===== config.mk =====
export PLATFORM = sky130hd
export DESIGN_NAME = ctdv_view
export DESIGN_NICKNAME = d
export VERILOG_FILES = /design/src/pkg/ctdv_pkg.sv /design/src/logic/ctdv_view.sv
export SDC_FILE = /design/constraint.sdc
export NUM_CORES = 1
export LEC_CHECK = 0
export BUFFER_PORTS_ARGS = -buffer_cell sky130_fd_sc_hd__buf_2
export CORE_MARGIN = 3
export CORE_UTILIZATION = 45
export CTS_CLUSTER_DIAMETER = 60
export DETAILED_ROUTE_END_ITERATION = 6
export MAX_ROUTING_LAYER = met4
export PLACE_DENSITY = 0.7
export SETUP_SLACK_MARGIN = 0.02
export SLEW_MARGIN = 20
export SYNTH_ARGS = -nofsm -noshare
export SYNTH_HDL_FRONTEND = slang
export SYNTH_SLANG_ARGS = --single-unit

===== constraint.sdc =====
create_clock -name clock -period 1.92 [get_ports clock]
set_input_delay 0.096 -clock clock [delete_from_list [all_inputs] [get_ports clock]]
set_output_delay 0.096 -clock clock [all_outputs]
set_load 0.05 [all_outputs]

===== src/pkg/ctdv_pkg.sv =====
// constants shared by the constants table debug view
package ctdv_pkg;

	localparam int          CTDV_ADDR_W    = 8;
	localparam int          CTDV_DATA_W    = 32;
	localparam int          CTDV_ENTRIES   = 5;

	// byte offsets of the entry view registers
	localparam logic [7:0]  CTDV_ENTRY9_OFF  = 8'hA4;
	localparam logic [7:0]  CTDV_ENTRY10_OFF = 8'hA8;
	localparam logic [7:0]  CTDV_ENTRY11_OFF = 8'hAC;
	localparam logic [7:0]  CTDV_ENTRY12_OFF = 8'hB0;
	localparam logic [7:0]  CTDV_ENTRY13_OFF = 8'hB4;

	// reset contents of the table entries
	localparam logic [31:0] CTDV_ENTRY9_RST  = 32'h4A100000;
	localparam logic [31:0] CTDV_ENTRY10_RST = 32'h48318000;
	localparam logic [31:0] CTDV_ENTRY11_RST = 32'h48022000;
	localparam logic [31:0] CTDV_ENTRY12_RST = 32'h48024000;
	localparam logic [31:0] CTDV_ENTRY13_RST = 32'h48310000;

	// answer to an unmapped read
	localparam logic [31:0] CTDV_UNMAPPED_DATA = 32'h00000000;

endpackage


===== src/logic/ctdv_view.sv =====
// read-only debug window onto constants table entries 9 to 13
`timescale 1ns/1ps

////////////////////////////////////////////////////////////////////////////////
module ctdv_view
	import ctdv_pkg::*;
(
	input  wire logic                              clock,
	input  wire logic                              resetn,
	input  wire logic                              realtime_core_enable,
	input  wire logic [ctdv_pkg::CTDV_ENTRIES*32-1:0] entry_live,
	input  wire logic [ctdv_pkg::CTDV_ENTRIES-1:0]  entry_load,
	input  wire logic [ctdv_pkg::CTDV_ADDR_W-1:0]  reg_addr,
	input  wire logic [ctdv_pkg::CTDV_DATA_W-1:0]  reg_wdata,
	input  wire logic                              reg_write,
	input  wire logic                              reg_read,
	output logic      [ctdv_pkg::CTDV_DATA_W-1:0]  reg_rdata,
	output logic                                   reg_rvalid
);
	import ctdv_pkg::*;

	////////////////////////////////////////////////////////////////////////
	// offsets and reset values as tables, indexed by entry position
	localparam logic [CTDV_ENTRIES*8-1:0] offs = {
		CTDV_ENTRY13_OFF, CTDV_ENTRY12_OFF, CTDV_ENTRY11_OFF,
		CTDV_ENTRY10_OFF, CTDV_ENTRY9_OFF};
	localparam logic [CTDV_ENTRIES*32-1:0] rsts = {
		CTDV_ENTRY13_RST, CTDV_ENTRY12_RST, CTDV_ENTRY11_RST,
		CTDV_ENTRY10_RST, CTDV_ENTRY9_RST};

	logic [CTDV_DATA_W-1:0]  table_reg [CTDV_ENTRIES];
	logic [CTDV_ENTRIES-1:0] hit;
	logic [CTDV_DATA_W-1:0]  sel_data;
	logic                    any_hit;

	////////////////////////////////////////////////////////////////////////
	// one table entry per position; only the core side updates it
	for (genvar i = 0; i < CTDV_ENTRIES; i++) begin : g_entry
		// live input updates the entry whenever the core side loads it
		always_ff @(posedge clock) begin
			if (!resetn)
				table_reg[i] <= rsts[i*32 +: 32];
			else if (entry_load[i])
				table_reg[i] <= entry_live[i*32 +: 32];
		end
		// address decode; the write strobe is not part of any update
		assign hit[i] = (reg_addr == offs[i*8 +: 8]);
	end

	////////////////////////////////////////////////////////////////////////
	// read select; no enable gating so reads work with the core halted
	assign any_hit  = |hit;
	assign sel_data = hit[0] ? table_reg[0] :
	                  hit[1] ? table_reg[1] :
	                  hit[2] ? table_reg[2] :
	                  hit[3] ? table_reg[3] :
	                  hit[4] ? table_reg[4] : CTDV_UNMAPPED_DATA;

	// read data stand for one cycle only, zero otherwise
	always_ff @(posedge clock) begin
		if (!resetn) begin
			reg_rdata  <= '0;
			reg_rvalid <= 1'b0;
		end else begin
			reg_rdata  <= reg_read ? sel_data : CTDV_UNMAPPED_DATA;
			reg_rvalid <= reg_read;
		end
	end

	////////////////////////////////////////////////////////////////////////
	// checks
	logic [CTDV_DATA_W-1:0] t9_q;
	always_ff @(posedge clock) t9_q <= table_reg[0];
endmodule


==> impl_metrics.yaml, run 1 <==
timing:
  setup_tns_ns: 0
  slew_viol_final: 0
  setup_violations: 0
  hold_viol: 0
  slew_headroom_pct: 37.15
  fin_crit_ns: 1.407
  final.period_utilization_pct: 73.28
  max_freq_ghz: 0.7107
  rsz0062_at_grt: "no"
  tightest_slew_ns: 0.9407
  fin_worst_skew_ns: 0.009370
power:
  power.internal_uw: 7548
  pwr-share-clk_pct: 37.9
  irDropWorstVdd_v: 0.0004310
  p_sw_uw: 2142
  p_total_uw: 9690
  p_sw_share_pct: 22.10
  pwr_density_cell_nw_per_um2: 787.5
  pwr-share-comb_pct: 11.3
  leakagePower_uw: 0.005537
  seqPwrFrac_pct: 50.8
global_routing:
  grt_max_degree: 94
  grt_pass1_wl_um: 39310
  overflow: 0
  antenna_found_initial: 3
  grt_pass1_vias: 7022
  grtUsageTotal_pct: 24.18
placement:
  dp_hpwl_um: 16700
  placedCellCount: 1034
  io_buffers: 208
  gp_congestion: 0.8436
setup_path:
  critPathBufInv: 2
  crit_chain: "buf_2, nor2b_4, buf_4, a2111oi_2, o2bb2ai_1, o211a_1"
  required_ns: 2.29
  cpMaxStageDelayCell: "nor2b_4"
  slowest_delay_ns: 0.78
  end_kind: "flop"
  path_max_fanout: 23
  path_delay_family: "simple AND/OR/NAND/NOR gates"
  critPathKind: "primary input to flop"
  worstPathArrival_ns: 1.78
  startpoint_type: "primary input"
flow_run:
  drv_cap: 0
clocking:
  postCtsSetupBuffers: 0
  cts_buffers: 17
  clock-sinks: 193
  cts.htree.levels: 4
  clk_latency_ns: 0.43
  clk_path_buf_depth: 2
  path_clk_slew_ns: 0.07
  cts_resized: 0
  cts_hold_buffers: 139
  cts_root_buf: "clkbuf_16"
  cts_tree: "built"
routing:
  drt_iter0_markers: 437
  dr.pass1.iters: 5
  drc: 0
  ant_nets: 0
  vias: 6692
  routed_wl_um: 25430
  routed_via_density: 5.531
  avgRoutedWirePerCell_um: 21.01
cells_and_area:
  finalCoreUtilization_pct: 62.81
  final_common_cell: "buf_2"
  fin_nets: 1139
  largest_reg_flops: 160
  layout_common_cells: "buf_2 (207), edfxtp_1 (160), dlygate4sd3_1 (141)"
  layoutNonFillerInstCount: 1210
  n_fill_cell: 1434
  area_growth_pct: 36.45
  drive_above_1_share_pct: 38.54
die:
  start_util_pct: 46.03
  die_h_um: 147.6
  die_area_um2: 21770
  core-area_um2: 19590
  io_pins: 243
  die_x_um: 147.6
  fp-row-count: 51
yosys:
  netlist_instances: 603
  yosysUniqueCellTypes: 23
  yosys_warnings: 0
  synth.avg_cell_area_um2: 14.95
  synth_fp_nets: 813
  ys_seq_elements: 193
  yosysSeqAreaShare_pct: 60.61
  synth_area_um2: 9017
min_path:
  min_path_type: "primary input to flop"
outcome:
  run_status: "finished, final reports clean"
[worst reg2reg max path: stages (launching register included)]
cell       delay (ns)
edfxtp_1         0.38
nor4bb_2         0.19
a2111oi_2        0.38
o2bb2ai_1        0.19
o211a_1          0.16
[through the flow]
step | hold slack, ns | setup WS (ns) | instance area, um2
4_1_cts | 0.0009839 | 0.5063 | 12280
3_5_place_dp | 0.3587 | 0.07265 | 10270
2_1_floorplan | 0.2770 | 0.3701 | 9017
5_1_grt | 0.003774 | 0.4203 | 12300
6_report | 0.01535 | 0.5130 | 12300
3_3_place_gp | 0.3594 | 0.1136 | 10270
[per-layer routing]
metal	vias to the layer above	track usage (%)	routed length (um)
met3	49	4.752	1635
met5	-	-	0
met1	3258	30.61	10490
met2	311	38.75	12550
li1	3074	-	-
met4	0	9.320	750
[final cells by class]
type                       instances  area [um2]  area share (%)
timing repair buffer             379        2755           22.39
clock buffer                      20       456.7           3.712
sequential                       193        5465           44.42
antenna                            3       7.507         0.06101
clock inverter                    12       153.9           1.251
multi-input combinational        338        3134           25.47
tap                              265       331.6           2.695
[logic make-up (layout without fill, tap and decap cells)]
family	count (synthesis)	after routing	synth area share (%)
AOI/OAI and AO/OA	96	96	11.99
other	0	3	0
and+or+nand+nor	242	242	22.51
buffers and inverters	72	411	4.898
DFF	193	193	60.61
[power by group through the flow]
stage	clock network, uW	registers [uW]	logic (uW)
global route	3900	4950	1170
floorplan	0	4990	498
detailed placement	0	5010	863
finish	3670	4930	1090
global placement	0	5000	841
CTS	3710	4920	1090
[final timing paths]
path / start / endpoint / slack [ns] / cells past startpoint
max: reg_addr[2] / reg_rdata[10] / 0.51 / 6
max reg2reg: table_reg[3][2] / reg_rdata[2] / 0.52 / 4
min: entry_live[154] / table_reg[4][26] / 0.02 / 2
min reg2reg: table_reg[0][26] / reg_rdata[26] / 0.49 / 1
[Yosys cell counts, drive strengths merged]
cell     instances  area, um2
a2111oi         32      480.5
and2             1      6.260
and3           138      863.3
and3b            1      10.01
and4bb          32      400.4
buf             34      299.1
clkbuf          38      142.6
dfxtp           33      660.6
edfxtp         160       4805
nand2            6      22.52
nand2b           5      31.28
nand3            1      5.000
nor2b            1      8.760
nor3b            1      18.77
nor4b            1      23.77
nor4bb          32      495.5
o211a           32      320.3
o2bb2ai         32      280.3
or2             23      143.9
(Power assumes the default switching activity.)
==> inputs of run 2 (changes only) <==
Clock period 1.92 ns to 1.3 ns, I/O delays scaled along.
==> run 2 against run 1 <==
Core utilization is 3.2 points higher. First-iteration DRC count increased by 10%. Worst setup slack worse by 0.51 ns. Power increased by 49%. Critical path type is now flop to flop. Critical endpoint is now reg_rdata[17]. Largest cell class unchanged. Largest power group unchanged.
==> impl_metrics.yaml, run 2 (same netlist as run 1, synthesis figures left out) <==
placement:
  dp_hpwl_um: 17880
  gp_congestion: 0.8433
  placed_cell_area_um2: 10470
  io_buffers: 208
  dpl_worst_slack_ns: -0.2656
cells_and_area:
  layout_common_cells: "buf_2 (207), edfxtp_1 (160), dlygate4sd3_1 (159)"
  fin_nets: 1175
  largest_reg_flops: 160
  regArea_um2: 5465
  multi_input_comb_area_um2: 3382
  n_fill_cell: 1396
  area_growth_pct: 43.39
  design_area_um2: 12930
  final_common_cell: "buf_2"
  drive_above_1_share_pct: 39.88
routing:
  route.met2.wl_um: 13720
  routed_via_density: 5.606
  avgRoutedWirePerCell_um: 22.34
  m1WireLength_um: 11390
  vias: 6991
  drc: 0
  wl_met3_um: 1736
  ant_nets: 0
  top_layer: "met4"
  dr.pass1.iters: 5
  routed_wl_um: 27860
  drt_iter0_markers: 482
setup_path:
  required_ns: 1.62
  worstPathArrival_ns: 1.61
  end_kind: "flop"
  r2r_slack_ns: 0.008
  critPathKind: "flop to flop"
  reg2reg_from: "table_reg[3][17]"
  crit_path_start: "table_reg[3][17]"
  reg2reg_to: "reg_rdata[17]"
  startpoint_type: "flop"
  worstRegToRegCells: 4
  path_max_fanout: 1
timing:
  setup_violations: 0
  fin_crit_ns: 1.292
  slew_headroom_pct: 69.91
  final.period_utilization_pct: 99.39
  setup_ws_ns: 0.007894
  rsz0062_at_grt: "yes"
  tightest_slew_ns: 0.4450
  fin_worst_skew_ns: 0.007879
  hold_viol: 0
  max_freq_ghz: 0.7739
  slew_viol_final: 0
global_routing:
  antenna_found_initial: 3
  overflow: 0
  grt_pass1_vias: 7477
  grt_max_degree: 49
  grt_pass1_wl_um: 42580
  grtUsageTotal_pct: 26.31
clocking:
  clk_latency_ns: 0.43
  clock-sinks: 193
  cts_root_buf: "clkbuf_16"
  cts_buffers: 17
  cts_tree: "built"
  clk_path_buf_depth: 2
  cts.htree.levels: 4
  path_clk_slew_ns: 0.07
die:
  die_h_um: 147.6
  io_pins: 243
  core-area_um2: 19590
  die_area_um2: 21770
  start_util_pct: 46.03
  fp-row-count: 51
  die_x_um: 147.6
min_path:
  min_path_cells: 2
  min_path_type: "primary input to flop"
  hold_path_startpoint: "entry_live[89]"
  hold-path-endpoint: "table_reg[2][25]"
power:
  irDropWorstVdd_v: 0.0007922
  pwr_density_cell_nw_per_um2: 1116
  leakagePower_uw: 0.005801
flow_run:
  drv_cap: 0
outcome:
  run_status: "finished, final reports clean"
run 2: timing repair:
action,in CTS,in global routing
hold endpoints to repair,159,0
setup endpoints to repair,6,21
hold buffers,159,0
pin swaps,8,26
gates resized for setup,4,21
setup buffers,0,1
run 2: metrics by stage:
stage | cells | power, uW | TNS, ns | util [%] | hold slack (ns)
floorplan | 603 | 8110 | 0 | - | 0.2460
global route | 1246 | 14870 | -0.1854 | 65.99 | 0.006738
finish | 1247 | 14430 | 0 | 66.00 | 0.01094
CTS | 1242 | 14330 | 0 | 64.81 | 0.01104
detailed placement | 1051 | 8742 | -5.766 | 53.42 | 0.3319
global placement | 1050 | 8693 | -15.20 | 53.32 | 0.3303
run 2: how the worst max path moves through the flow:
stage	slack (ns)	cells past startpoint	end
3_3_place_gp	-0.60	5	reg_rdata[2]
3_5_place_dp	-0.27	7	reg_rdata[16]
5_1_grt	-0.07	4	reg_rdata[17]
6_report	0.008	4	reg_rdata[17]
2_1_floorplan	0.13	2	table_reg[1][0]
4_1_cts	0.006	4	reg_rdata[0]
run 2: final cells by class:
cell class              instances  area share, %
diodes                          4        0.07741
clock buffers                  18          3.397
clock inverters                14          1.210
multi-input cells             338          26.16
flip-flops and latches        193          42.27
well taps                     265          2.564
repair buffers                415          24.33
run 2: per-layer routing:
metal  track usage [%]  up-vias
li1                  -     3151
met5                 -        -
met3             4.231       75
met4             10.90        0
met2             42.23      334
met1             33.54     3431
run 2: power by group:
part           switching [uW]  internal [uW]  total (uW)
combinational             821            992        1810
clock                    2390           2920        5310
sequential                164           7140        7310
total                    3380          11100       14400
run 2: worst max-delay path, cell delays in order, from the launching register on:
cell	delay (ns)
edfxtp_1	0.36
nor4bb_2	0.19
a2111oi_2	0.38
o2bb2ai_1	0.12
o211a_1	0.14
